### src/logic/csilp_map.svh
// Purpose: Named constants for the lane power and timing select block.
// Assumes: Core clock of 125 MHz.
// Notes:   Timing sets in the table are plain defaults for bring-up.
`ifndef CSILP_MAP_SVH
`define CSILP_MAP_SVH

// ----------------------------------------------------------------------
// Clock and wake timing
// ----------------------------------------------------------------------
`define CSILP_CLK_HZ 125000000
`define CSILP_CLK_NS 8
`define CSILP_TWAKEUP_NS 1000000
`define CSILP_TWAKEUP_CYC ((`CSILP_TWAKEUP_NS + `CSILP_CLK_NS - 1) / `CSILP_CLK_NS)
`define CSILP_TSTOP_NS 100
`define CSILP_TSTOP_CYC ((`CSILP_TSTOP_NS + `CSILP_CLK_NS - 1) / `CSILP_CLK_NS)

// ----------------------------------------------------------------------
// Frame rate and pixel clock windows
// ----------------------------------------------------------------------
`define CSILP_FPS_HI 60
`define CSILP_FPS_LO 30
`define CSILP_FPS_SPLIT 45
`define CSILP_PCLK_MIN_HZ 10000000
`define CSILP_PCLK_MAX_HZ 65000000
`define CSILP_PERIOD_MAX 24'hffffff
`define CSILP_PIX_MAX 21'h1fffff

// ----------------------------------------------------------------------
// Table entries and blanking ratio (1.2 = 6/5)
// ----------------------------------------------------------------------
`define CSILP_BLANK_NUM 6
`define CSILP_BLANK_DEN 5
`define CSILP_WVGA_HTOT 1056
`define CSILP_WVGA_VTOT 525
`define CSILP_XGA_HTOT 1344
`define CSILP_XGA_VTOT 806
`define CSILP_WVGA_ACT (800 * 480)
`define CSILP_XGA_ACT (1024 * 768)
`define CSILP_AREA_MID ((`CSILP_WVGA_ACT + `CSILP_XGA_ACT) / 2)
`define CSILP_TSET_WVGA60 36'h2_1432_3214
`define CSILP_TSET_WVGA30 36'h1_0a21_2112
`define CSILP_TSET_XGA60 36'h3_1e43_4316
`define CSILP_TSET_OTHER 36'h3_1e43_4316

`endif

### src/logic/csilp_pkg.sv
// Purpose: Types shared by the lane power and timing select block.
// Assumes: Nothing beyond the map header.
// Notes:   Timing fields follow the lane timing register layout.
package csilp_pkg;

	// ------------------------------------------------------------------
	// Lane line states and power sequencer states
	// ------------------------------------------------------------------
	typedef enum logic [1:0] {
		LANE_HS = 2'b00,
		LANE_STOP = 2'b01,
		LANE_ULPS = 2'b10,
		LANE_MARK1 = 2'b11
	} csilp_lane_t;

	typedef enum logic [2:0] {
		PWR_HS = 3'b000,
		PWR_ESC = 3'b001,
		PWR_ULPS = 3'b010,
		PWR_MARK1 = 3'b011,
		PWR_STOP = 3'b100,
		PWR_WAITF = 3'b101
	} csilp_pwr_t;

	// ------------------------------------------------------------------
	// Lane timing parameter set
	// ------------------------------------------------------------------
	typedef struct packed {
		logic [4:0] clkPrepare;
		logic [4:0] clkZero;
		logic [2:0] clkTrail;
		logic [3:0] clkPost;
		logic [3:0] hsZero;
		logic [2:0] hsTrail;
		logic [3:0] hsExit;
		logic [4:0] hsPrepare;
		logic [2:0] lpx;
	} csilp_timing_t;

	typedef struct packed {
		csilp_lane_t clkLane;
		csilp_lane_t dataLane0;
		csilp_lane_t dataLane1;
	} csilp_lanes_t;

endpackage

### src/logic/csilp_lane_ctrl.sv
// Purpose: Lane power sequencing and lane timing selection.
// Assumes: Command pulses come from control logic on ref_clk.
// Notes:   Pixel clock and vertical sync are pins, synchronised here.
// Overview of operation
// - Lanes go to ultra-low power when software requests standby.
// - On entry both data lanes move to that state; the clock lane does so only at depth 1.
// - Entry is taken only after an escape entry command was received.
// - Exit drives Mark-1 for the wake time and then a Stop state.
// - Frame rate is measured from the vertical sync period.
// - The measurement maps to a table valid from 10 to 65 MHz pixel clock.
// - The table assumes either 60 or 30 frames per second.
// - Software can replace the timing set only as a whole, not per parameter.
// - Table selection assumes a blanking ratio of 1.2 over active video.
// - The table has an 800x480 entry, 1056 by 525 totals, at 60 and 30.
// - The table has a 1024x768 entry at 60, 1344 by 806 totals.
// - Depth 0 stops only data lanes; depth 1 also the clock lane and PLL.
// - Programmed timings apply only when external select is set.
`timescale 1ns/1ps
`include "csilp_map.svh"
module csilp_lane_ctrl #(
	parameter int WAKE_CYC = `CSILP_TWAKEUP_CYC,
	parameter int FPS_SPLIT_CYC = `CSILP_CLK_HZ / `CSILP_FPS_SPLIT
) (
	// Clock and reset
	input wire logic ref_clk,
	input wire logic rst_n,
	// Pins from the video source
	input wire logic pixelClockIn,
	input wire logic vertical_sync_in,
	// Control bits and command pulses
	input wire logic standbyRequest,
	input wire logic escapeEntryCmd,
	input wire logic ulpsEntryCmd,
	input wire logic low_power_depth_select,
	input wire logic external_timing_select,
	input wire csilp_pkg::csilp_timing_t programmedTiming,
	// Lane and power outputs
	output csilp_pkg::csilp_lanes_t laneState,
	output logic pllEnable,
	output logic inLowPower,
	// Timing selection outputs
	output csilp_pkg::csilp_timing_t activeTiming,
	output logic fps60,
	output logic rateValid,
	output logic pclkOutOfRange
);

	// ------------------------------------------------------------------
	// Pin synchronisers and edge detection
	// ------------------------------------------------------------------
	logic [1:0] pinSync;
	logic pclkQ;
	logic vsQ;
	logic pclkRise;
	logic vsRise;

	csilp_sync2 #(.WIDTH(2)) pinSyncInst (
		.refClk(ref_clk),
		.rst_n(rst_n),
		.asyncIn({pixelClockIn, vertical_sync_in}),
		.syncOut(pinSync)
	);

	// Second stage feeds the edge detectors, never the first stage.
	always_ff @(posedge ref_clk or negedge rst_n) begin
		if (!rst_n) begin
			pclkQ <= 1'b0;
			vsQ <= 1'b0;
		end else begin
			pclkQ <= pinSync[1];
			vsQ <= pinSync[0];
		end
	end

	assign pclkRise = pinSync[1] & ~pclkQ;
	assign vsRise = pinSync[0] & ~vsQ;

	// ------------------------------------------------------------------
	// Frame measurement
	// ------------------------------------------------------------------
	logic [23:0] periodCnt;
	logic [20:0] pixCnt;
	logic [23:0] periodMeas;
	logic [20:0] pixMeas;
	logic seenEdge;
	logic measValid;

	always_ff @(posedge ref_clk or negedge rst_n) begin
		if (!rst_n) begin
			periodCnt <= 24'h0;
			pixCnt <= 21'h0;
			periodMeas <= 24'h0;
			pixMeas <= 21'h0;
			seenEdge <= 1'b0;
			measValid <= 1'b0;
		end else if (vsRise) begin
			periodMeas <= periodCnt;
			pixMeas <= pixCnt;
			measValid <= seenEdge;
			seenEdge <= 1'b1;
			periodCnt <= 24'h1;
			pixCnt <= pclkRise ? 21'h1 : 21'h0;
		end else begin
			// Counters saturate so a stalled source cannot alias.
			if (periodCnt != `CSILP_PERIOD_MAX) begin
				periodCnt <= periodCnt + 24'h1;
			end
			if (pclkRise && pixCnt != `CSILP_PIX_MAX) begin
				pixCnt <= pixCnt + 21'h1;
			end
		end
	end

	// ------------------------------------------------------------------
	// Table lookup and timing select
	// ------------------------------------------------------------------
	logic isHigh;
	logic bigArea;
	logic [31:0] pclkHz;
	logic [31:0] areaScaled;
	csilp_pkg::csilp_timing_t lutTiming;

	assign isHigh = periodMeas < 24'(FPS_SPLIT_CYC);
	assign pclkHz = isHigh ? 32'(pixMeas) * 32'(`CSILP_FPS_HI)
		: 32'(pixMeas) * 32'(`CSILP_FPS_LO);
	// active area is the frame divided by 1.2.
	assign areaScaled = 32'(pixMeas) * 32'(`CSILP_BLANK_DEN);
	assign bigArea = areaScaled >= 32'(`CSILP_AREA_MID * `CSILP_BLANK_NUM);

	always_comb begin
		case ({bigArea, isHigh})
			2'b01: lutTiming = `CSILP_TSET_WVGA60;
			2'b00: lutTiming = `CSILP_TSET_WVGA30;
			2'b11: lutTiming = `CSILP_TSET_XGA60;
			default: lutTiming = `CSILP_TSET_OTHER;
		endcase
	end

	// Registered timing outputs; they reload every cycle from the measurement and the external select.
	always_ff @(posedge ref_clk or negedge rst_n) begin
		if (!rst_n) begin
			activeTiming <= '0;
			fps60 <= 1'b0;
			rateValid <= 1'b0;
			pclkOutOfRange <= 1'b0;
		end else begin
			fps60 <= isHigh;
			rateValid <= measValid;
			// flag rates the table cannot serve
			pclkOutOfRange <= measValid &&
				(pclkHz > 32'(`CSILP_PCLK_MAX_HZ) ||
				pclkHz < 32'(`CSILP_PCLK_MIN_HZ));
			activeTiming <= external_timing_select ? programmedTiming
				: lutTiming;
		end
	end

	// ------------------------------------------------------------------
	// Power sequencer
	// ------------------------------------------------------------------
	csilp_pkg::csilp_pwr_t pwrState;
	csilp_pkg::csilp_pwr_t next_pwrState;
	logic [19:0] waitCnt;
	logic waitDone;
	logic deepMode;

	assign waitDone = (pwrState == csilp_pkg::PWR_MARK1)
		? (waitCnt == 20'(WAKE_CYC - 1))
		: (waitCnt == 20'(`CSILP_TSTOP_CYC - 1));

	always_comb begin
		next_pwrState = pwrState;
		case (pwrState)
			csilp_pkg::PWR_HS: begin
				if (standbyRequest && escapeEntryCmd) begin
					next_pwrState = csilp_pkg::PWR_ESC;
				end
			end
			csilp_pkg::PWR_ESC: begin
				if (!standbyRequest) begin
					next_pwrState = csilp_pkg::PWR_STOP;
				end else if (ulpsEntryCmd) begin
					next_pwrState = csilp_pkg::PWR_ULPS;
				end
			end
			csilp_pkg::PWR_ULPS: begin
				if (!standbyRequest) begin
					next_pwrState = csilp_pkg::PWR_MARK1;
				end
			end
			csilp_pkg::PWR_MARK1: begin
				// hold Mark-1 for the wake time
				if (waitDone) begin
					next_pwrState = csilp_pkg::PWR_STOP;
				end
			end
			csilp_pkg::PWR_STOP: begin
				if (waitDone) begin
					next_pwrState = csilp_pkg::PWR_WAITF;
				end
			end
			csilp_pkg::PWR_WAITF: begin
				if (vsRise) begin
					next_pwrState = csilp_pkg::PWR_HS;
				end
			end
			default: next_pwrState = csilp_pkg::PWR_HS;
		endcase
	end

	// State and the wait counter that times Mark-1 and Stop.
	always_ff @(posedge ref_clk or negedge rst_n) begin
		if (!rst_n) begin
			pwrState <= csilp_pkg::PWR_HS;
			waitCnt <= 20'h0;
		end else begin
			pwrState <= next_pwrState;
			waitCnt <= (next_pwrState != pwrState) ? 20'h0
				: waitCnt + 20'h1;
		end
	end

	// depth is caught at entry so a late write cannot split lanes.
	always_ff @(posedge ref_clk or negedge rst_n) begin
		if (!rst_n) begin
			deepMode <= 1'b0;
		end else if (pwrState == csilp_pkg::PWR_ESC &&
			next_pwrState == csilp_pkg::PWR_ULPS) begin
			deepMode <= low_power_depth_select;
		end
	end

	// Lane outputs follow the next state so they align with pwrState.
	always_ff @(posedge ref_clk or negedge rst_n) begin
		if (!rst_n) begin
			laneState <= '{csilp_pkg::LANE_STOP, csilp_pkg::LANE_STOP,
				csilp_pkg::LANE_STOP};
			pllEnable <= 1'b1;
			inLowPower <= 1'b0;
		end else begin
			inLowPower <= next_pwrState == csilp_pkg::PWR_ULPS;
			case (next_pwrState)
				csilp_pkg::PWR_HS: begin
					laneState <= '{csilp_pkg::LANE_HS, csilp_pkg::LANE_HS,
						csilp_pkg::LANE_HS};
					pllEnable <= 1'b1;
				end
				csilp_pkg::PWR_ULPS: begin
					// all lanes or data lanes only
					laneState.dataLane0 <= csilp_pkg::LANE_ULPS;
					laneState.dataLane1 <= csilp_pkg::LANE_ULPS;
					laneState.clkLane <= (pwrState == csilp_pkg::PWR_ESC
						? low_power_depth_select : deepMode)
						? csilp_pkg::LANE_ULPS : csilp_pkg::LANE_HS;
					pllEnable <= !(pwrState == csilp_pkg::PWR_ESC
						? low_power_depth_select : deepMode);
				end
				csilp_pkg::PWR_MARK1: begin
					laneState.dataLane0 <= csilp_pkg::LANE_MARK1;
					laneState.dataLane1 <= csilp_pkg::LANE_MARK1;
					laneState.clkLane <= deepMode ? csilp_pkg::LANE_MARK1
						: csilp_pkg::LANE_HS;
					pllEnable <= 1'b1;
				end
				default: begin
					laneState.dataLane0 <= csilp_pkg::LANE_STOP;
					laneState.dataLane1 <= csilp_pkg::LANE_STOP;
					laneState.clkLane <= (next_pwrState ==
						csilp_pkg::PWR_ESC || !deepMode)
						? csilp_pkg::LANE_HS : csilp_pkg::LANE_STOP;
					pllEnable <= 1'b1;
				end
			endcase
		end
	end

	// ------------------------------------------------------------------
	// Checks
	// ------------------------------------------------------------------
	logic [19:0] mark1Len;

	// Counts the length of each Mark-1 run for the wake check.
	always_ff @(posedge ref_clk or negedge rst_n) begin
		if (!rst_n) begin
			mark1Len <= 20'h0;
		end else begin
			mark1Len <= (laneState.dataLane0 == csilp_pkg::LANE_MARK1)
				? mark1Len + 20'h1 : 20'h0;
		end
	end
endmodule

### src/logic/csilp_sync2.sv
// Purpose: Two-stage synchroniser for pins from outside the core clock.
// Assumes: Inputs are static for at least one core clock period.
// Notes:   Only the second stage may be read by other logic.
`timescale 1ns/1ps
module csilp_sync2 #(
	parameter int WIDTH = 1
) (
	// Clock and reset
	input wire logic refClk,
	input wire logic rst_n,
	// Data
	input wire logic [WIDTH-1:0] asyncIn,
	output logic [WIDTH-1:0] syncOut
);

	logic [WIDTH-1:0] meta;

	// Two flops in series; the first is read only by the second.
	always_ff @(posedge refClk or negedge rst_n) begin
		if (!rst_n) begin
			meta <= '0;
			syncOut <= '0;
		end else begin
			meta <= asyncIn;
			syncOut <= meta;
		end
	end

endmodule

### config.mk
export PLATFORM = sky130hd
export DESIGN_NAME = csilp_lane_ctrl
export DESIGN_NICKNAME = d
export VERILOG_FILES = /design/src/logic/csilp_pkg.sv /design/src/logic/csilp_lane_ctrl.sv /design/src/logic/csilp_sync2.sv
export VERILOG_INCLUDE_DIRS = /design/src /design/src/logic
export SDC_FILE = /design/constraint.sdc
export NUM_CORES = 1
export LEC_CHECK = 0
export ABC_AREA = 1
export BUFFER_PORTS_ARGS = -buffer_cell sky130_fd_sc_hd__clkbuf_2
export CAP_MARGIN = 20
export CORE_ASPECT_RATIO = 0.5
export CORE_MARGIN = 10
export CORE_UTILIZATION = 45
export DETAILED_ROUTE_END_ITERATION = 10
export SLEW_MARGIN = 20
export SYNTH_ARGS = -nofsm -noshare
export SYNTH_HDL_FRONTEND = slang
export SYNTH_HIERARCHICAL = 1
export SYNTH_SLANG_ARGS = --single-unit
### constraint.sdc
create_clock -name ref_clk -period 6 [get_ports ref_clk]
set_input_delay 0 -clock ref_clk [delete_from_list [all_inputs] [get_ports ref_clk]]
set_output_delay 0 -clock ref_clk [all_outputs]
set_load 0.03 [all_outputs]
==> metrics.cfg, run 1 <==
[timing]
period_minus_slack_ns = 3.89
setup_viol = 0
worst_pin_slew_ns = 0.861
rsz0062_at_grt = no
fin_setup_tns_ns = 0
fmax_ghz = 0.257
slew_headroom_pct = 42.5
hold_viol_final = 0
fin_crit_sh_pct = 64.8
skew_ns = 0.0128
drv_slew = 0

[grt]
gr-usage-all-layers_pct = 17.4
grt_pass1_wl_mm = 47.9
antenna_found_initial = 2
grt_max_degree = 90
grt_pass1_vias = 9929
grt-ovfl-total = 0

[drt]
drtAntennaViolNets = 0
highest_layer = met4
wl_met2_mm = 14.0
vias = 10057
finalWirelength_mm = 28.1
dr.first_iter.drc_count = 654
drc = 0
met3WireLength_um = 823
wl_met1_mm = 12.9
wl_per_cell_um = 13.9
avgViaCountPerCell = 4.95
first_pass_iters = 5

[final_layout]
final_cell_mix = 442 x nand2_1, 264 x inv_1, 164 x dfrtp_1, 113 x nor2_1, 90 x clkbuf_2
final_nets = 1826
layout_commonest_cell = nand2_1
stdcell_area_um2 = 13400
num-fill-cells = 2449
register_area_um2 = 4180
area_growth_pct = 15.2
multi_input_area_um2 = 6340
drive_gt1_share_pct = 12.1

[synth]
yosysWarnings = 6
synth_edf_count = 0
mappedNetlistArea_um2 = 11700
synthFlopType = dfrtp_1
synth_xor_area_share_pct = 2.25
synthMuxAreaShare_pct = 0
synth_top_area_cell = dfrtp_1
synth_top_cell_area_share_pct = 35.2
ys_seq_elements = 167
postSynthCellCount = 1542
synth-simple-area-share_pct = 29.3
synth_top_family_by_area = simple AND/OR/NAND/NOR gates
syn-num-nets = 1697
yosysSeqAreaShare_pct = 35.9
synth_compound_area_share_pct = 8.38
synthAdderAreaFrac_pct = 14.4
synth_area_leaders = dfrtp_1 35%, nand2_1 14%, inv_1 8.5%
synthArstFlopShare_pct = 100
synth.avg_cell_area_um2 = 7.56
synth_cell_types = 53

[pwr]
p_total_mw = 2.88
peakVddDrop_mv = 0.218
leakagePower_nw = 7.18
power_density_nw_per_um2 = 215

[critical_path]
r2r_end = pclkOutOfRange
r2r_slack_ns = 2.11
worstSetupPathType = reg -> reg
cp_max_fo = 5
start_kind = flop
rr_startpoint = pixMeas[18]
critPathCaptureType = flop
r2r_cells = 19
crit_arrival_ns = 4.22
worst_ep_required_time_ns = 6.33

[floorplan]
die_w_um = 248
dieArea_um2 = 33100
start_util_pct = 46.0
core-area_um2 = 25300
row_count = 41
io_pins = 92
die_h_um = 134

[clocking]
postCtsSetupRepairBufs = 0
clk-insertion-delay-late_ns = 0.43
cts.clk_slew.worst_paths_ns = 0.07
cts_made_buffers = 17
cts_buffer_depth = 2
cts_tree = built
clkSinkCount = 167
post_cts_resize_count = 0
clock-root-buffer = clkbuf_16
htreeDepth = 4

[placement]
post_dp_cell_area_um2 = 12500
io_buffers = 91
gp_congestion = 0.897
dp_hpwl_mm = 21.6

[flow_run]
cap_violations = 0

[hold_path]
holdCritStartpoint = ulpsEntryCmd
min_path_cells = 4
min_to = deepMode
min_path_type = in -> reg

[status]
outcome = complete, no violations

registers in the layout (all words and copies together), names as in the netlist:
name / count
activeTiming: 36
pinSyncInst/syncOut: 2
pclkQ: 1
pixCnt: 21
deepMode: 1
pinSyncInst/meta: 2
pixMeas: 21
measValid: 1
periodMeas: 24
periodCnt: 24
rateValid: 1
pllEnable: 1
waitCnt: 20
vsQ: 1
pclkOutOfRange: 1
laneState: 4
fps60: 1
inLowPower: 1
pwrState: 3
seenEdge: 1
kinds of logic (layout without fill, tap and decap cells):
family / count (synthesis) / count (layout)
AOI/OAI and AO/OA: 172 / 172
xor gates and xnor gates: 30 / 30
adders and majority gates: 110 / 110
buffers and inverters: 294 / 436
DFF: 167 / 167
other: 0 / 2
and+or+nand+nor: 769 / 769
worst max-delay path by stage:
stage,start,end,slack (ns),cells past startpoint
after floorplan,pixMeas[11],pclkOutOfRange,2.67,21
after global placement,pixMeas[8],pclkOutOfRange,2.16,20
after detailed placement,pixMeas[18],pclkOutOfRange,2.11,19
after CTS,pixMeas[18],pclkOutOfRange,2.10,19
after global routing,pixMeas[11],pclkOutOfRange,1.76,21
final,pixMeas[18],pclkOutOfRange,2.11,19
worst max-delay path, cell delays in order (launching register included):
cell and delay, ns:
dfrtp_1 0.44, inv_1 0.25, fa_1 0.49, fa_1 0.51, inv_1 0.04, ha_1 0.39
nand2_1 0.12, nor2_1 0.18, and2_1 0.19, nand3_1 0.17, nand4_1 0.16, nand3_1 0.08
nand2_1 0.13, nand2_1 0.08, nor2_2 0.13, nand2_1 0.08, nor2_1 0.09, nand3_1 0.07
nand2_1 0.12, a21oi_2 0.05
through the flow:
| step | std cells | setup slack (ns) | util, % | hold WS [ns] |
|---|---|---|---|---|
| detailed placement | 1955 | 2.11 | 49.1 | 0.114 |
| global placement | 1955 | 2.16 | 49.1 | 0.112 |
| global route | 2030 | 1.76 | 53.0 | 0.0805 |
| CTS | 2028 | 2.10 | 53.0 | 0.0391 |
| floorplan | 1542 | 2.67 | - | -0.296 |
| finish | 2030 | 2.11 | 53.0 | 0.0530 |
per-layer routing:
metal / GRT usage [%] / vias to the layer above
li1: - / 5120
met2: 30.4 / 158
met5: 0 / -
met1: 22.1 / 4753
met4: 4.61 / 0
met3: 2.79 / 26
area by class of cell:
type / instances / share of cell area [%]
flip-flops and latches: 167 / 31.1
well taps: 344 / 3.20
repair buffers: 136 / 6.74
inverters: 268 / 7.49
diodes: 2 / 0.0373
clock buffers: 19 / 3.30
multi-input cells: 1081 / 47.2
clock inverters: 13 / 0.876
cells in the mapped netlist, types with 4 or more instances:
library cell and number:
inv_1 264, and2_1 4, fa_1 40, nand3_1 85, nor3_1 30, nor3_2 9
o21ai_0 67, nor4_1 5, clkbuf_1 18, nor2_2 14, a211oi_1 5, and3_1 4
or2_2 9, o21ai_1 4, nand2_1 442, a31oi_1 8, nand3_2 12, nand2_2 9
nand4_1 17, a21oi_2 5, a21oi_1 64, xor2_1 18, ha_1 70, buf_4 5
nor3b_2 4, xnor2_1 12, dfrtp_1 164, nor2_1 114
where the power goes:
group	switching, mW	internal [mW]
Clock	0.489	0.554
Combinational	0.392	0.171
Sequential	0.0596	1.22
Total	0.941	1.94
timing repair:
action	CTS	global route
endpoints found under the hold margin	127	0
setup endpoints to repair	0	0
hold buffers	41	0
Note: power is estimated with default switching activity, not from simulation.
==> run 2: changes to the inputs <==
Settings changed: PLACE_DENSITY set to 0.65.
Clock period 6 ns to 3.4 ns, I/O delays scaled along.
==> run 2 against run 1 <==
Compared with the run above: the flow now finishes with violations (negative setup slack); global-route usage rose by 0.98 points; wire length rose by 9.4%; clock skew fell by 0.0017 ns; design area rose by 13%; register-to-register slack got worse by 2.3 ns; via count rose by 6.3%; clock power rose by 91%; core utilization rose by 6.7 points.
==> metrics.cfg, run 2 (synthesis gave the netlist of run 1 again) <==
[final_layout]
final_cell_mix = 397 x nand2_1, 238 x inv_1, 162 x dfrtp_1, 137 x buf_4, 94 x nor2_1
area_growth_pct = 29.9
drive_gt1_share_pct = 26.5
regMostFlops = activeTiming
largest_reg_flops = 36
layout_commonest_cell = nand2_1
reg_top3 = activeTiming: 36 flops, periodCnt: 24 flops, periodMeas: 24 flops
finish.utilization_pct = 59.7
final_nets = 1962

[pwr]
p_switching_mw = 1.70
seqPwrFrac_pct = 42.5
power_density_nw_per_um2 = 351
pwr-share-comb_pct = 20.2
leakagePower_nw = 7.97
switching_share_pct = 32.0
power.internal_mw = 3.61
peakVddDrop_mv = 0.349
pwr-share-clk_pct = 37.3

[floorplan]
start_util_pct = 46.0
core-area_um2 = 25300
row_count = 41
io_pins = 92
die_h_um = 134
dieArea_um2 = 33100
die_w_um = 248

[critical_path]
path_buf_inv = 5
crit_arrival_ns = 3.94
worst_ep_required_time_ns = 3.77
cp_max_fo = 5
path_delay_family = adder cells
r2r_cells = 21
critPathCaptureType = flop
slowest_delay_ns = 0.56
worst-path-stages = 21
slowest_stage = fa_1
crit_chain = inv_2 > buf_6 > fa_1 > fa_1 > inv_2 > ha_4 > nand2_4 > nor2_4 > inv_1 > nor2_1 > nand3_2 > nand4_1 > nand3_1 > nand2_1 > nand2_2 > nor2_4 > buf_4 > nand4_1 > nand2_1 > nand2_1 > a21oi_2
worstSetupPathType = reg -> reg
start_kind = flop
worst_path_most_repeated_cell = nand2_1

[grt]
antenna_found_initial = 1
grt-ovfl-total = 0
grt_pass1_wl_mm = 50.7
grt_pass1_vias = 10747
gr-usage-all-layers_pct = 18.4
grt_max_degree = 105

[timing]
fmax_ghz = 0.280
period_minus_slack_ns = 3.57
setup_ws_ns = -0.169
skew_ns = 0.0111
drv_slew = 0
setup_viol = 1
rsz0062_at_grt = yes
hold_viol_final = 0
fin_crit_sh_pct = 105
slew_headroom_pct = 37.5
worst_pin_slew_ns = 0.938

[clocking]
cts_tree = built
cts.clk_slew.worst_paths_ns = 0.07
clk-insertion-delay-late_ns = 0.44
clock-root-buffer = clkbuf_16
cts_buffer_depth = 2
clkSinkCount = 167
cts_made_buffers = 17
htreeDepth = 4

[drt]
finalWirelength_mm = 30.8
dr.first_iter.drc_count = 622
drtAntennaViolNets = 0
vias = 10687
drc = 0
avgViaCountPerCell = 4.94
first_pass_iters = 5
wl_per_cell_um = 14.2

[status]
outcome = complete, but fails checks
failed_checks = negative setup slack

[placement]
dp_hpwl_mm = 22.5
place_ws_ns = -0.352
gp_congestion = 0.888
io_buffers = 91

[hold_path]
min_path_cells = 4
min_path_type = in -> reg

[flow_run]
cap_violations = 0

-- run 2: worst paths after layout --
kind	startpoint	end	slack [ns]
setup / recovery	pixMeas[5]	pclkOutOfRange	-0.17
hold / removal	ulpsEntryCmd	deepMode	0.05
setup reg to reg	pixMeas[5]	pclkOutOfRange	-0.17
hold reg to reg	pinSyncInst/meta[0]	pinSyncInst/syncOut[0]	0.35
max in group asynchronous	rst_n	pixMeas[2]	2.23
min in group asynchronous	rst_n	periodMeas[3]	0.25
-- run 2: worst min-delay path, delay by kind of cell --
family                 cells  cell delay, ns
AO/OA/AOI/OAI              2            0.29
buffers and inverters      2            0.14
-- run 2: stage by stage --
step / power (mW) / area (µm²) / std cells / hold WS (ns) / TNS (ns)
CTS: 5.36 / 14700 / 2150 / 0.0252 / -0.0842
floorplan: 3.00 / 11700 / 1542 / -0.296 / 0
detailed placement: 3.28 / 13300 / 2066 / 0.110 / -0.352
global placement: 3.25 / 13300 / 2066 / 0.109 / -0.293
finish: 5.32 / 15100 / 2165 / 0.0459 / -0.169
global route: 5.58 / 15100 / 2165 / 0.0875 / -0.319
-- run 2: final cells by class --
class                   instances  area [µm²]
multi-input cells            1081        6960
fillers                      2259       10200
flip-flops and latches        167        4190
well taps                     344         430
inverters                     268        1010
repair buffers                272        1940
clock inverters                14         169
diodes                          1        2.50
clock buffers                  18         429
-- run 2: per-layer routing --
layer	vias to the layer above	share of wire (%)	GRT usage, %	wire, µm
li1	5380	-	-	-
met1	5056	45	23.0	13800
met2	205	50	32.0	15300
met3	46	3.0	2.62	936
met4	0	2.4	6.70	753
met5	-	0	0	0
-- run 2: power groups by stage --
stage	Combinational [mW]	Clock (mW)	Sequential, mW
after floorplan	0.617	0	2.39
after global placement	0.970	0	2.28
after detailed placement	0.994	0	2.29
after CTS	1.08	2.03	2.25
after global routing	1.19	2.11	2.28
final	1.07	1.99	2.26
-- run 2: what timing repair did --
item / CTS / global route
buffers inserted: 11 / 14
pin swaps: 17 / 46
endpoints found under the setup margin: 1 / 19
endpoints found under the hold margin: 146 / 0
gates resized for setup: 75 / 92
hold buffers: 41 / 0
